`src/rtl/ifd_pkg.sv`:
```
// package of constants and types for the instruction format and timing decoder
package ifd_pkg;
	localparam int IFD_WORD_W = 24;
	localparam int IFD_OPC_W = 8;
	localparam int IFD_OPC_LSB = 16;
	localparam int IFD_REG_W = 4;
	// operand field positions
	localparam int IFD_DST_LSB = 7;
	localparam int IFD_SRC2_LSB = 0;
	localparam int IFD_BASE_LSB = 11;
	localparam int IFD_AMODE_S_LSB = 4;
	localparam int IFD_AMODE_D_LSB = 15;
	localparam int IFD_AMODE_W = 3;
	localparam int IFD_BITNUM_LSB = 12;
	localparam int IFD_BITNUM_W = 4;
	localparam int IFD_BITIND_BIT = 11;
	localparam int IFD_DSEL_BIT = 13;
	localparam int IFD_LIT_LSB = 4;
	localparam int IFD_LIT_W = 10;
	localparam int IFD_FILE_W = 13;
	localparam logic [3:0] IFD_DEFAULT_WORKING_REG_ZERO = 4'h0;
	// opcode class codes in the upper four bits of opcode, plus the full nop and skip opcodes
	localparam logic [7:0] IFD_OPC_NOP = 8'h00;
	localparam logic [3:0] IFD_CLS_DEFAULT_WORKING_REG = 4'h4;
	localparam logic [3:0] IFD_CLS_FILE = 4'hB;
	localparam logic [3:0] IFD_CLS_BIT = 4'hA;
	localparam logic [3:0] IFD_CLS_LIT = 4'h5;
	localparam logic [7:0] IFD_OPC_SKIP = 8'hE6;
	// the three two-word instructions
	localparam logic [7:0] IFD_OPC_CALL2 = 8'h02;
	localparam logic [7:0] IFD_OPC_GOTO2 = 8'h04;
	localparam logic [7:0] IFD_OPC_DO2 = 8'h08;
	// single-word multi-cycle controls
	localparam logic [7:0] IFD_OPC_BRANCH_ALWAYS = 8'h37;
	localparam logic [7:0] IFD_OPC_BRANCH_COND = 8'h30;
	localparam logic [7:0] IFD_OPC_IND_CALL = 8'h01;
	localparam logic [7:0] IFD_OPC_TABLE = 8'hBA;
	localparam logic [7:0] IFD_OPC_RETURN = 8'h06;
	localparam logic [7:0] IFD_OPC_RETURN_FROM_INTERRUPT = 8'h07;
	localparam logic [7:0] IFD_OPC_MOVE_DOUBLE = 8'hBE;
	localparam logic [1:0] IFD_CYC_LONG = 2'h3;
	typedef enum logic [1:0] {
		IFD_ST_EXEC = 2'b00,
		IFD_ST_STALL = 2'b01,
		IFD_ST_WORD2 = 2'b11
	} ifd_state_t;
endpackage : ifd_pkg

```
`src/rtl/ifd_decoder.sv`:
```
// instruction format decoder and cycle-count sequencer
`timescale 1ns/1ps
`default_nettype none
// Function
// - single words are 24 bits with 8-bit opcode choosing the type
// - only three opcodes span two words; all others use one word
// - two-word instruction holds 48 bits; second word's top 8 bits are zero
// - a lone second word executes as a no-operation with no side effects
// - file-register results go to the file register or working register zero
// - three-operand form: plain first source, modifiable second source and destination
// - bit number comes from a literal or from the first source register
// - literal arithmetic writes a separate destination only when it differs from source
// - most single-word instructions finish in one cycle without taken test or jump
// - taken test or changed program counter adds one no-operation cycle
// - unconditional branches, indirect call, table access and returns take two or three cycles
// - taken skip costs two cycles over one word, three over two words
// - double-word moves complete in two cycles
// - every two-word instruction executes in exactly two cycles
module ifd_decoder
	import ifd_pkg::*;
(
	input wire logic sys_clk,
	input wire logic rst,
	input wire logic word_valid,
	input wire logic [ifd_pkg::IFD_WORD_W-1:0] prog_word,
	input wire logic cond_true,
	input wire logic table_long,
	output logic fetch_ready,
	output logic exec_valid,
	output logic exec_nop,
	output logic [ifd_pkg::IFD_OPC_W-1:0] exec_opcode,
	output logic [ifd_pkg::IFD_WORD_W-1:0] exec_ext_word,
	output logic [ifd_pkg::IFD_REG_W-1:0] base_source_reg,
	output logic [ifd_pkg::IFD_REG_W-1:0] second_source_reg,
	output logic [ifd_pkg::IFD_AMODE_W-1:0] src_amode,
	output logic [ifd_pkg::IFD_REG_W-1:0] result_dest_reg,
	output logic [ifd_pkg::IFD_AMODE_W-1:0] dst_amode,
	output logic dest_write,
	output logic [ifd_pkg::IFD_FILE_W-1:0] file_addr,
	output logic dest_to_working_reg_zero,
	output logic [ifd_pkg::IFD_BITNUM_W-1:0] bit_lit,
	output logic bit_from_reg,
	output logic [ifd_pkg::IFD_LIT_W-1:0] literal,
	output logic [1:0] exec_cycles,
	output logic skip_taken,
	output logic format_error
);
	import ifd_pkg::*;

	logic [IFD_OPC_W-1:0] f_opc;
	logic [IFD_REG_W-1:0] f_base, f_src2, f_dst;
	logic [IFD_AMODE_W-1:0] f_samode, f_damode;
	logic [IFD_BITNUM_W-1:0] f_bit;
	logic f_bitind, f_dsel, f_upper_zero;
	logic [IFD_LIT_W-1:0] f_lit;
	logic [IFD_FILE_W-1:0] f_file;

	ifd_field_split u_split (
		.word(prog_word),
		.opcode(f_opc),
		.base_source_reg(f_base),
		.second_source_reg(f_src2),
		.result_dest_reg(f_dst),
		.src_amode(f_samode),
		.dst_amode(f_damode),
		.bit_lit(f_bit),
		.bit_indirect(f_bitind),
		.dest_is_file(f_dsel),
		.literal(f_lit),
		.file_addr(f_file),
		.upper_zero(f_upper_zero)
	);

	ifd_state_t state, next_state;
	logic [1:0] stall_left, next_stall_left;
	logic skip_pending, next_skip_pending;
	logic skip_second, next_skip_second;
	logic next_fetch_ready, next_exec_valid, next_exec_nop;
	logic [IFD_OPC_W-1:0] next_exec_opcode;
	logic [IFD_WORD_W-1:0] next_exec_ext_word;
	logic [IFD_REG_W-1:0] next_base, next_src2, next_dst;
	logic [IFD_AMODE_W-1:0] next_samode, next_damode;
	logic next_dest_write, next_dest_w0, next_bit_from_reg, next_skip_taken, next_format_error;
	logic [IFD_FILE_W-1:0] next_file_addr;
	logic [IFD_BITNUM_W-1:0] next_bit_lit;
	logic [IFD_LIT_W-1:0] next_literal;
	logic [1:0] next_exec_cycles;
	logic is_two_word, is_cls_default_working_reg, is_cls_file, is_cls_bit, is_cls_lit, is_ctrl_long;
	logic [1:0] cyc;
	logic take_word;

	// a word counts only while fetch_ready is up; words offered during stalls or reset are refused
	assign take_word = word_valid && fetch_ready;

	// class decode of the word being offered
	always_comb begin
		is_two_word = (f_opc == IFD_OPC_CALL2) || (f_opc == IFD_OPC_GOTO2)
			|| (f_opc == IFD_OPC_DO2);
		is_cls_default_working_reg = (f_opc[7:4] == IFD_CLS_DEFAULT_WORKING_REG);
		is_cls_file = (f_opc[7:4] == IFD_CLS_FILE) && (f_opc != IFD_OPC_TABLE)
			&& (f_opc != IFD_OPC_MOVE_DOUBLE);
		is_cls_bit = (f_opc[7:4] == IFD_CLS_BIT);
		is_cls_lit = (f_opc[7:4] == IFD_CLS_LIT);
		is_ctrl_long = (f_opc == IFD_OPC_BRANCH_ALWAYS) || (f_opc == IFD_OPC_IND_CALL)
			|| (f_opc == IFD_OPC_TABLE) || (f_opc == IFD_OPC_RETURN)
			|| (f_opc == IFD_OPC_RETURN_FROM_INTERRUPT);
		// cycle count of the issued instruction
		if (is_two_word || f_opc == IFD_OPC_MOVE_DOUBLE)
			cyc = 2'h2;
		else if (is_ctrl_long)
			cyc = table_long ? IFD_CYC_LONG : 2'h2;
		else if (f_opc == IFD_OPC_BRANCH_COND && cond_true)
			cyc = 2'h2;
		else
			cyc = 2'h1;
	end

	// sequencer: issue, wait out extra cycles, accept second word
	always_comb begin
		next_state = state;
		next_stall_left = stall_left;
		next_skip_pending = skip_pending;
		next_skip_second = skip_second;
		next_fetch_ready = fetch_ready;
		next_exec_valid = 1'b0;
		next_exec_nop = 1'b0;
		next_exec_opcode = exec_opcode;
		next_exec_ext_word = exec_ext_word;
		next_base = base_source_reg;
		next_src2 = second_source_reg;
		next_dst = result_dest_reg;
		next_samode = src_amode;
		next_damode = dst_amode;
		next_dest_write = 1'b0;
		next_file_addr = file_addr;
		next_dest_w0 = dest_to_working_reg_zero;
		next_bit_lit = bit_lit;
		next_bit_from_reg = bit_from_reg;
		next_literal = literal;
		next_exec_cycles = exec_cycles;
		next_skip_taken = 1'b0;
		next_format_error = 1'b0;
		unique case (state)
			IFD_ST_EXEC: begin
				next_fetch_ready = 1'b1;
				if (take_word && skip_pending) begin
					// skipped word retires as a no-operation; a two-word one costs another
					next_skip_pending = 1'b0;
					next_skip_second = is_two_word;
					next_exec_valid = 1'b1;
					next_exec_nop = 1'b1;
					next_exec_opcode = IFD_OPC_NOP;
				end else if (take_word && skip_second) begin
					next_skip_second = 1'b0;
					next_exec_valid = 1'b1;
					next_exec_nop = 1'b1;
					next_exec_opcode = IFD_OPC_NOP;
				end else if (take_word) begin
					next_exec_opcode = f_opc;
					next_exec_nop = (f_opc == IFD_OPC_NOP);
					next_base = f_base;
					next_src2 = f_src2;
					next_samode = is_cls_default_working_reg ? f_samode : '0;
					next_dst = f_dst;
					next_damode = f_damode;
					next_file_addr = f_file;
					next_dest_w0 = is_cls_file && !f_dsel;
					next_bit_lit = f_bit;
					next_bit_from_reg = is_cls_bit && f_bitind;
					next_literal = f_lit;
					next_exec_cycles = cyc;
					if (is_cls_lit)
						next_dest_write = (f_dst != f_base);
					else
						next_dest_write = is_cls_default_working_reg || (is_cls_file && f_dsel);
					if (f_opc == IFD_OPC_SKIP && cond_true) begin
						next_skip_pending = 1'b1;
						next_skip_taken = 1'b1;
					end
					if (is_two_word) begin
						// hold issue until the second word arrives
						next_state = IFD_ST_WORD2;
					end else begin
						next_exec_valid = 1'b1;
						if (cyc > 2'h1) begin
							next_stall_left = cyc - 2'h1;
							next_fetch_ready = 1'b0;
							next_state = IFD_ST_STALL;
						end
					end
				end
			end
			IFD_ST_WORD2: begin
				// stay ready until the second word shows up, so a fetch gap cannot hang the core
				next_fetch_ready = 1'b1;
				if (take_word) begin
					next_fetch_ready = 1'b0;
					next_exec_ext_word = prog_word;
					next_format_error = !f_upper_zero;
					next_exec_valid = 1'b1;
					next_stall_left = 2'h1;
					next_state = IFD_ST_STALL;
				end
			end
			IFD_ST_STALL: begin
				// added cycles retire as no-operations
				next_exec_valid = 1'b1;
				next_exec_nop = 1'b1;
				next_exec_opcode = IFD_OPC_NOP;
				next_stall_left = stall_left - 2'h1;
				if (stall_left == 2'h1) begin
					next_fetch_ready = 1'b1;
					next_state = IFD_ST_EXEC;
				end
			end
			default: begin
				next_state = IFD_ST_EXEC;
			end
		endcase
	end

	// registered state and outputs, synchronous reset
	always_ff @(posedge sys_clk) begin
		if (rst) begin
			state <= IFD_ST_EXEC;
			stall_left <= 2'h0;
			skip_pending <= 1'b0;
			skip_second <= 1'b0;
			fetch_ready <= 1'b0;
			exec_valid <= 1'b0;
			exec_nop <= 1'b0;
			exec_opcode <= IFD_OPC_NOP;
			exec_ext_word <= '0;
			base_source_reg <= '0;
			second_source_reg <= '0;
			src_amode <= '0;
			result_dest_reg <= '0;
			dst_amode <= '0;
			dest_write <= 1'b0;
			file_addr <= '0;
			dest_to_working_reg_zero <= 1'b0;
			bit_lit <= '0;
			bit_from_reg <= 1'b0;
			literal <= '0;
			exec_cycles <= 2'h1;
			skip_taken <= 1'b0;
			format_error <= 1'b0;
		end else begin
			state <= next_state;
			stall_left <= next_stall_left;
			skip_pending <= next_skip_pending;
			skip_second <= next_skip_second;
			fetch_ready <= next_fetch_ready;
			exec_valid <= next_exec_valid;
			exec_nop <= next_exec_nop;
			exec_opcode <= next_exec_opcode;
			exec_ext_word <= next_exec_ext_word;
			base_source_reg <= next_base;
			second_source_reg <= next_src2;
			src_amode <= next_samode;
			result_dest_reg <= next_dst;
			dst_amode <= next_damode;
			dest_write <= next_dest_write;
			file_addr <= next_file_addr;
			dest_to_working_reg_zero <= next_dest_w0;
			bit_lit <= next_bit_lit;
			bit_from_reg <= next_bit_from_reg;
			literal <= next_literal;
			exec_cycles <= next_exec_cycles;
			skip_taken <= next_skip_taken;
			format_error <= next_format_error;
		end
	end
endmodule // ifd_decoder
`default_nettype wire

```
`src/rtl/ifd_field_split.sv`:
```
// combinational splitter of a program word into operand fields
`timescale 1ns/1ps
`default_nettype none
module ifd_field_split
	import ifd_pkg::*;
(
	input wire logic [ifd_pkg::IFD_WORD_W-1:0] word,
	output logic [ifd_pkg::IFD_OPC_W-1:0] opcode,
	output logic [ifd_pkg::IFD_REG_W-1:0] base_source_reg,
	output logic [ifd_pkg::IFD_REG_W-1:0] second_source_reg,
	output logic [ifd_pkg::IFD_REG_W-1:0] result_dest_reg,
	output logic [ifd_pkg::IFD_AMODE_W-1:0] src_amode,
	output logic [ifd_pkg::IFD_AMODE_W-1:0] dst_amode,
	output logic [ifd_pkg::IFD_BITNUM_W-1:0] bit_lit,
	output logic bit_indirect,
	output logic dest_is_file,
	output logic [ifd_pkg::IFD_LIT_W-1:0] literal,
	output logic [ifd_pkg::IFD_FILE_W-1:0] file_addr,
	output logic upper_zero
);
	import ifd_pkg::*;

	// fixed slicing; all classes share positions so one split serves every decode path
	assign opcode = word[IFD_OPC_LSB +: IFD_OPC_W];
	assign base_source_reg = word[IFD_BASE_LSB +: IFD_REG_W];
	assign second_source_reg = word[IFD_SRC2_LSB +: IFD_REG_W];
	assign result_dest_reg = word[IFD_DST_LSB +: IFD_REG_W];
	assign src_amode = word[IFD_AMODE_S_LSB +: IFD_AMODE_W];
	assign dst_amode = word[IFD_AMODE_D_LSB - 1 -: IFD_AMODE_W];
	assign bit_lit = word[IFD_BITNUM_LSB +: IFD_BITNUM_W];
	assign bit_indirect = word[IFD_BITIND_BIT];
	assign dest_is_file = word[IFD_DSEL_BIT];
	assign literal = word[IFD_LIT_LSB +: IFD_LIT_W];
	assign file_addr = word[IFD_FILE_W-1:0];
	assign upper_zero = (word[IFD_OPC_LSB +: IFD_OPC_W] == IFD_OPC_NOP);
endmodule // ifd_field_split
`default_nettype wire

```
`config.mk`:
```
export PLATFORM = sky130hd
export DESIGN_NAME = ifd_decoder
export DESIGN_NICKNAME = d
export VERILOG_FILES = /design/src/rtl/ifd_pkg.sv /design/src/rtl/ifd_decoder.sv /design/src/rtl/ifd_field_split.sv
export SDC_FILE = /design/constraint.sdc
export NUM_CORES = 1
export LEC_CHECK = 0
export BUFFER_PORTS_ARGS = -buffer_cell sky130_fd_sc_hd__buf_2
export CORE_UTILIZATION = 49
export CTS_CLUSTER_SIZE = 14
export DETAILED_ROUTE_END_ITERATION = 12
export PLACE_DENSITY = 0.8
export SLEW_MARGIN = 5
export SYNTH_ARGS = -nofsm -noshare
export SYNTH_HDL_FRONTEND = slang
export SYNTH_SLANG_ARGS = --single-unit
```
`constraint.sdc`:
```
create_clock -name sys_clk -period 3.7 [get_ports sys_clk]
set_input_delay 0.555 -clock sys_clk [delete_from_list [all_inputs] [get_ports sys_clk]]
set_output_delay 0.555 -clock sys_clk [all_outputs]
set_load 0.005 [all_outputs]
```
======== Word level (Yosys, flattened, before mapping) ========
Cells that the tools add are included.
word-level totals
  bits in registers ....................... 93
  input bits .............................. 29
  output and inout port bits .............. 87
  logic and storage cells ................. 148
operators by class
  add/sub/neg operators ................... 2
  magnitude comparators ................... 1
  eq/ne operators ......................... 31
  mux-type cells .......................... 49
  bitwise gates (word level) .............. 5
  reductions and logical operators ........ 37
operators with widths
  cell                                                 number
  2-to-1 mux 2 bit                                     15
  equality test 8 x 3 -> 1 bit, second input constant  3
  equality test 8 bit, second input constant           3
  2-to-1 mux 1 bit                                     24
  2-to-1 mux 8 bit                                     3
  equality test 8 x 6 -> 1 bit, second input constant  2
  != test 2 bit, second input constant                 8
  != test 8 bit, second input constant                 2
  case mux 8 bit (2 select lines)                      1
  case mux 2 bit (3 select lines)                      2
  logical AND 1 bit                                    10
  equality test 4 x 3 -> 1 bit, second input constant  2
  equality test 4 bit, second input constant           2
  equality test 8 x 1 -> 1 bit, second input constant  1
  equality test 8 x 2 -> 1 bit, second input constant  1
  equality test 8 x 4 -> 1 bit, second input constant  1
  logical NOT 8 bit                                    1
  logical OR 1 bit                                     8
  AND reduction 2 bit                                  4
  AND reduction 4 bit                                  2
  nonzero test 2 bit                                   4
  AND reduction 7 bit                                  1
  case mux 1 bit (3 select lines)                      2
  AND reduction 6 bit                                  1
  15 further kinds                                     22

======== Longest topological paths before layout ========
  depth after elaboration ................. 14
  mapped depth ............................ 10
  gate-level depth less buffers ........... 9

======== By module ========
A second synthesis with hierarchy kept.
second synthesis, totals
  cell total of the unflattened synthesis .. 523
  area total of the unflattened synthesis .. 4,160.2 um2
by module, submodules not included
  module           instances  cells an instance  area each (um2)
  ifd_decoder      1          465                3,728.6
  ifd_field_split  1          58                 431.7

======== Worst setup path before layout ========
OpenSTA, ideal clock, no wires.
  path kind ............................... input-to-reg
  start ................................... in prog_word[17] (netlist name)
  end ..................................... reg stall_left[1]
  setup time .............................. 0.140 ns
  data arrival time ....................... 2.661 ns
  data required time ...................... 3.560 ns
  setup slack ............................. 0.900 ns
  stages on the path ...................... 10
  path buffers ............................ 1
  cells stage by stage .................... buf_6 or3b_2 a211o_1 o311ai_2 o2bb2ai_1 ha_1 nor4_1 o311ai_1 a221oi_1 a211oi_1
on the way
  longest elaborated chain between the ends .. 14
ends and longest elaborated chain
  element                                                                              line                text
  from (decl)                                                                          ifd_decoder.sv:25   input wire logic [ifd_pkg::IFD_WORD_W-1:0] prog_word,
  equality test 8 x 6 -> 1 bit / equality test 8 x 1 -> 1 bit (equally long branches)  ifd_decoder.sv:104  is_ctrl_long = (f_opc == IFD_OPC_BRANCH_ALWAYS) || (f_opc == IFD_OPC_IND_CALL)
  logical OR 1 bit                                                                     ifd_decoder.sv:104
  logical OR 1 bit (2 in series)                                                       ifd_decoder.sv:105  || (f_opc == IFD_OPC_TABLE) || (f_opc == IFD_OPC_RETURN)
  logical OR 1 bit                                                                     ifd_decoder.sv:106  || (f_opc == IFD_OPC_RETURN_FROM_INTERRUPT);
  2-to-1 mux 2 bit                                                                     ifd_decoder.sv:110  else if (is_ctrl_long)
  2-to-1 mux 2 bit (*)                                                                 ifd_decoder.sv:108  if (is_two_word || f_opc == IFD_OPC_MOVE_DOUBLE)
  named net cyc[0]                                                                     ifd_decoder.sv:89   logic [1:0] cyc;
  subtractor 2 x 1 -> 2 bit                                                            ifd_decoder.sv:186  next_stall_left = cyc - 2'h1;
  2-to-1 mux 2 bit                                                                     ifd_decoder.sv:185  if (cyc > 2'h1) begin
  2-to-1 mux 2 bit                                                                     ifd_decoder.sv:180  if (is_two_word) begin
  2-to-1 mux 2 bit                                                                     ifd_decoder.sv:158  end else if (take_word) begin
  2-to-1 mux 2 bit                                                                     ifd_decoder.sv:153  end else if (take_word && skip_second) begin
  2-to-1 mux 2 bit                                                                     ifd_decoder.sv:146  if (take_word && skip_pending) begin
  case mux 2 bit (3 select lines)                                                      ifd_decoder.sv:143  unique case (state)
  to (signal assigned)                                                                 ifd_decoder.sv:250  stall_left <= next_stall_left;
  to (decl)                                                                            ifd_decoder.sv:75   logic [1:0] stall_left, next_stall_left;
The timed path passes the listed nets; every way through them passes the cells marked *. The select of a mux whose other input is x is not followed.
A chain may end at the register's enable or synchronous reset.

======== Worst setup path after layout ========
  start ................................... in prog_word[16] (netlist name)
  end ..................................... reg stall_left[1]
The elaborated chain is that of the path after synthesis.

==> flow_summary.yaml <==
sta:
  min_period_over_period_pct: 76.8
  setup_tns_ps: 0
  rsz0062_at_grt: "false"
  finalCriticalPeriod_ps: 2840
  fmax_mhz: 352
  fin_skew_ps: 9.53
  tightestPinTransition_ps: 979
  slew_headroom_pct: 34.7
  setup-violations-final: 0
  hold_viol_final: 0
  report.final.slew_viol_count: 0
  fin_ws_ps: 858
floorplan:
  die_w_um: 80.7
  initial_core_util_pct: 51.0
  pin_count: 116
  num_rows: 28
  die-area_sq_um: 6510
  die_h_um: 80.7
  core_area_sq_um: 5960
worst_hold_path:
  min_from: "exec_ext_word[8]"
  worstHoldPathType: "reg -> reg"
  hold_depth: 2
  holdPathEnd: "exec_ext_word[8]"
global_routing:
  grt.overflow.total: 0
  grt_pass1_vias: 2409
  grt_pass1_wl_um: 11800
  grt_use_total_pct: 23.9
  antenna_found_initial: 0
  grt_max_degree: 40
setup_path:
  cp_max_fo: 11
  rrSetupSlack_ps: 1510
  rr_worst_depth: 9
  rr_endpoint: "exec_opcode[5]"
  path_class: "in -> reg"
  endpoint_kind: "register"
  path_cells: "buf_2 -> or3b_2 -> a211o_1 -> o311ai_2 -> o2bb2ai_1 -> ha_1 -> nor4_1 -> o311ai_1 -> a221oi_1 -> a211oi_1"
  worst-endpoint-required_ps: 3910
  arrival_ps: 3050
  crit_path_max_incr_delay_ps: 470
  slowest_stage: "or3b_2"
  worstSetupStartpointType: "primary input"
  worstReg2RegStart: "state[0]"
clocking:
  postCtsSetupRepairBufs: 0
  clock_latency_ps: 340
  ctsResizeCount: 0
  cts_sinks: 67
  holdBufCountCts: 0
  h-tree-depth: 3
  cts-root-buf: "clkbuf_8"
  cts_tree: "yes"
  clk_path_buf_depth: 2
  clk_pin_slew_ps: 80
  cts_made_buffers: 9
layout:
  layout_commonest_cell: "buf_2"
  regMostFlops: "exec_ext_word"
  layout_common_cells: "115 x buf_2, 91 x nand2_1, 67 x dfxtp_1, 52 x a21oi_1, 26 x nor2_1"
  diodes: 0
  nFillCells: 550
  multi_input_area_sq_um: 1360
  drive_gt1_share_pct: 32.2
  postLayoutCoreUtil_pct: 61.5
  top_regs: "exec_ext_word x24, exec_opcode x8, file_addr x5"
  final-seq-area_sq_um: 1340
  largest_reg_flops: 24
  final_nets: 490
  fin_cells: 535
  syn2layout_area_growth_pct: 20.7
detailed_routing:
  wl_per_cell_um: 14.5
  finalWirelength_um: 7750
  ant_nets: 0
  vias: 2900
  drc_errors: 0
  drt_iter0_markers: 294
  vias_per_cell: 5.42
  drt_pass1_iterations: 5
synthesis:
  synthesis.nets: 408
  synth-seq-cells: 67
  seq_area_frac_synth_pct: 44.2
  synthCells: 373
  syn_area_sq_um: 3040
  yosys_warnings: 0
  yosysUniqueCellTypes: 44
  avgSynthCellArea_sq_um: 8.14
run_status:
  status: "finished, final reports clean"
place:
  portBuffers: 115
  dp_hpwl_um: 5360
  pre_cts_slack_ps: 549
  placed_cells: 519
  gp_congestion: 0.863
power:
  p_leak_nw: 1.67
  ir_worst_vdd_v: 0.000245
  p_per_area_nw_per_um2: 428
run:
  maxCapViolCount: 0
[critical path: cells and delay by family]
kind | cells | cell delay, ps
buffers and inverters | 1 | 210
adders and majority gates | 1 | 290
and+or+nand+nor | 2 | 760
AOI/OAI and AO/OA | 6 | 1230
[per-stage QoR]
step	instance area [sq um]	hold slack, ps	power [mW]
floorplan	3040	444	0.857
global placement	3440	440	0.902
detailed placement	3440	443	0.904
CTS	3660	442	1.57
global route	3660	458	1.62
finish	3660	454	1.57
[power breakdown]
part           switching (mW)  internal, mW
combinational          0.0843        0.0566
clock                   0.295         0.384
sequential             0.0108         0.737
total                   0.390          1.18
[synth_stat cells (all sizes together)]
cell      n  area [sq um]
nand2    91           342
o2bb2ai   1          8.76
nand3     7          35.0
a2111oi   1          27.5
clkbuf   17          63.8
a211o     1          8.76
nor4      6          37.5
mux2      1          15.0
nand4     2          12.5
a211oi    3          22.5
and2b     1          7.51
buf      31           235
a22oi    11          82.6
a21oi    53           269
o311ai    2          25.0
ha        6          75.1
a31o      1          8.76
o311a     1          21.3
a21o      1          7.51
nor3      7          35.0
a221oi    1          8.76
o211a     1          10.0
inv      11          41.3
o211ai    1          12.5
nor4bb    1          10.0
and4bb    1          12.5
xnor2     2          17.5
o31ai     1          7.51
or3b      1          8.76
o21a      2          15.0
xor2      3          26.3
and3b     1          10.0
nand2b    1          6.26
or4       1          11.3
and4      1          10.0
nor2     26          97.6
nand3b    4          30.0
dfxtp    67          1340
and3      1          6.26
a31oi     2          12.5
[worst max-delay path by stage]
stage / start / endpoint
3_5_place_dp: prog_word[16] / stall_left[1]
4_1_cts: prog_word[16] / stall_left[1]
2_1_floorplan: prog_word[17] / stall_left[1]
3_3_place_gp: prog_word[16] / stall_left[1]
5_1_grt: prog_word[16] / stall_left[1]
6_report: prog_word[16] / stall_left[1]
[routing by layer]
layer	wire length, um	vias to the layer above	track usage [%]	part of all wire [%]
met2	3490	166	35.8	45
li1	-	1405	-	-
met5	0	-	0	0
met1	3390	1317	33.0	44
met4	116	0	9.11	1.5
met3	755	12	5.80	9.7
[cells by family (layout without fill, tap and decap cells)]
| group | Yosys count | after routing | synth area share [%] |
|---|---|---|---|
| AOI/OAI and AO/OA | 83 | 83 | 18.1 |
| adders and majority gates | 6 | 6 | 2.47 |
| xor gates and xnor gates | 5 | 5 | 1.44 |
| and+or+nand+nor | 152 | 152 | 22.1 |
| buffers and inverters | 59 | 146 | 11.2 |
| muxes | 1 | 1 | 0.494 |
| DFF | 67 | 67 | 44.2 |
[layout make-up]
type | count | area share (%)
clock inverter | 7 | 2.73
multi-input combinational | 247 | 37.1
tap | 75 | 2.56
timing repair buffer | 119 | 16.5
inverter | 11 | 1.13
clock buffer | 9 | 3.38
sequential | 67 | 36.6
(Power assumes the default switching activity.)
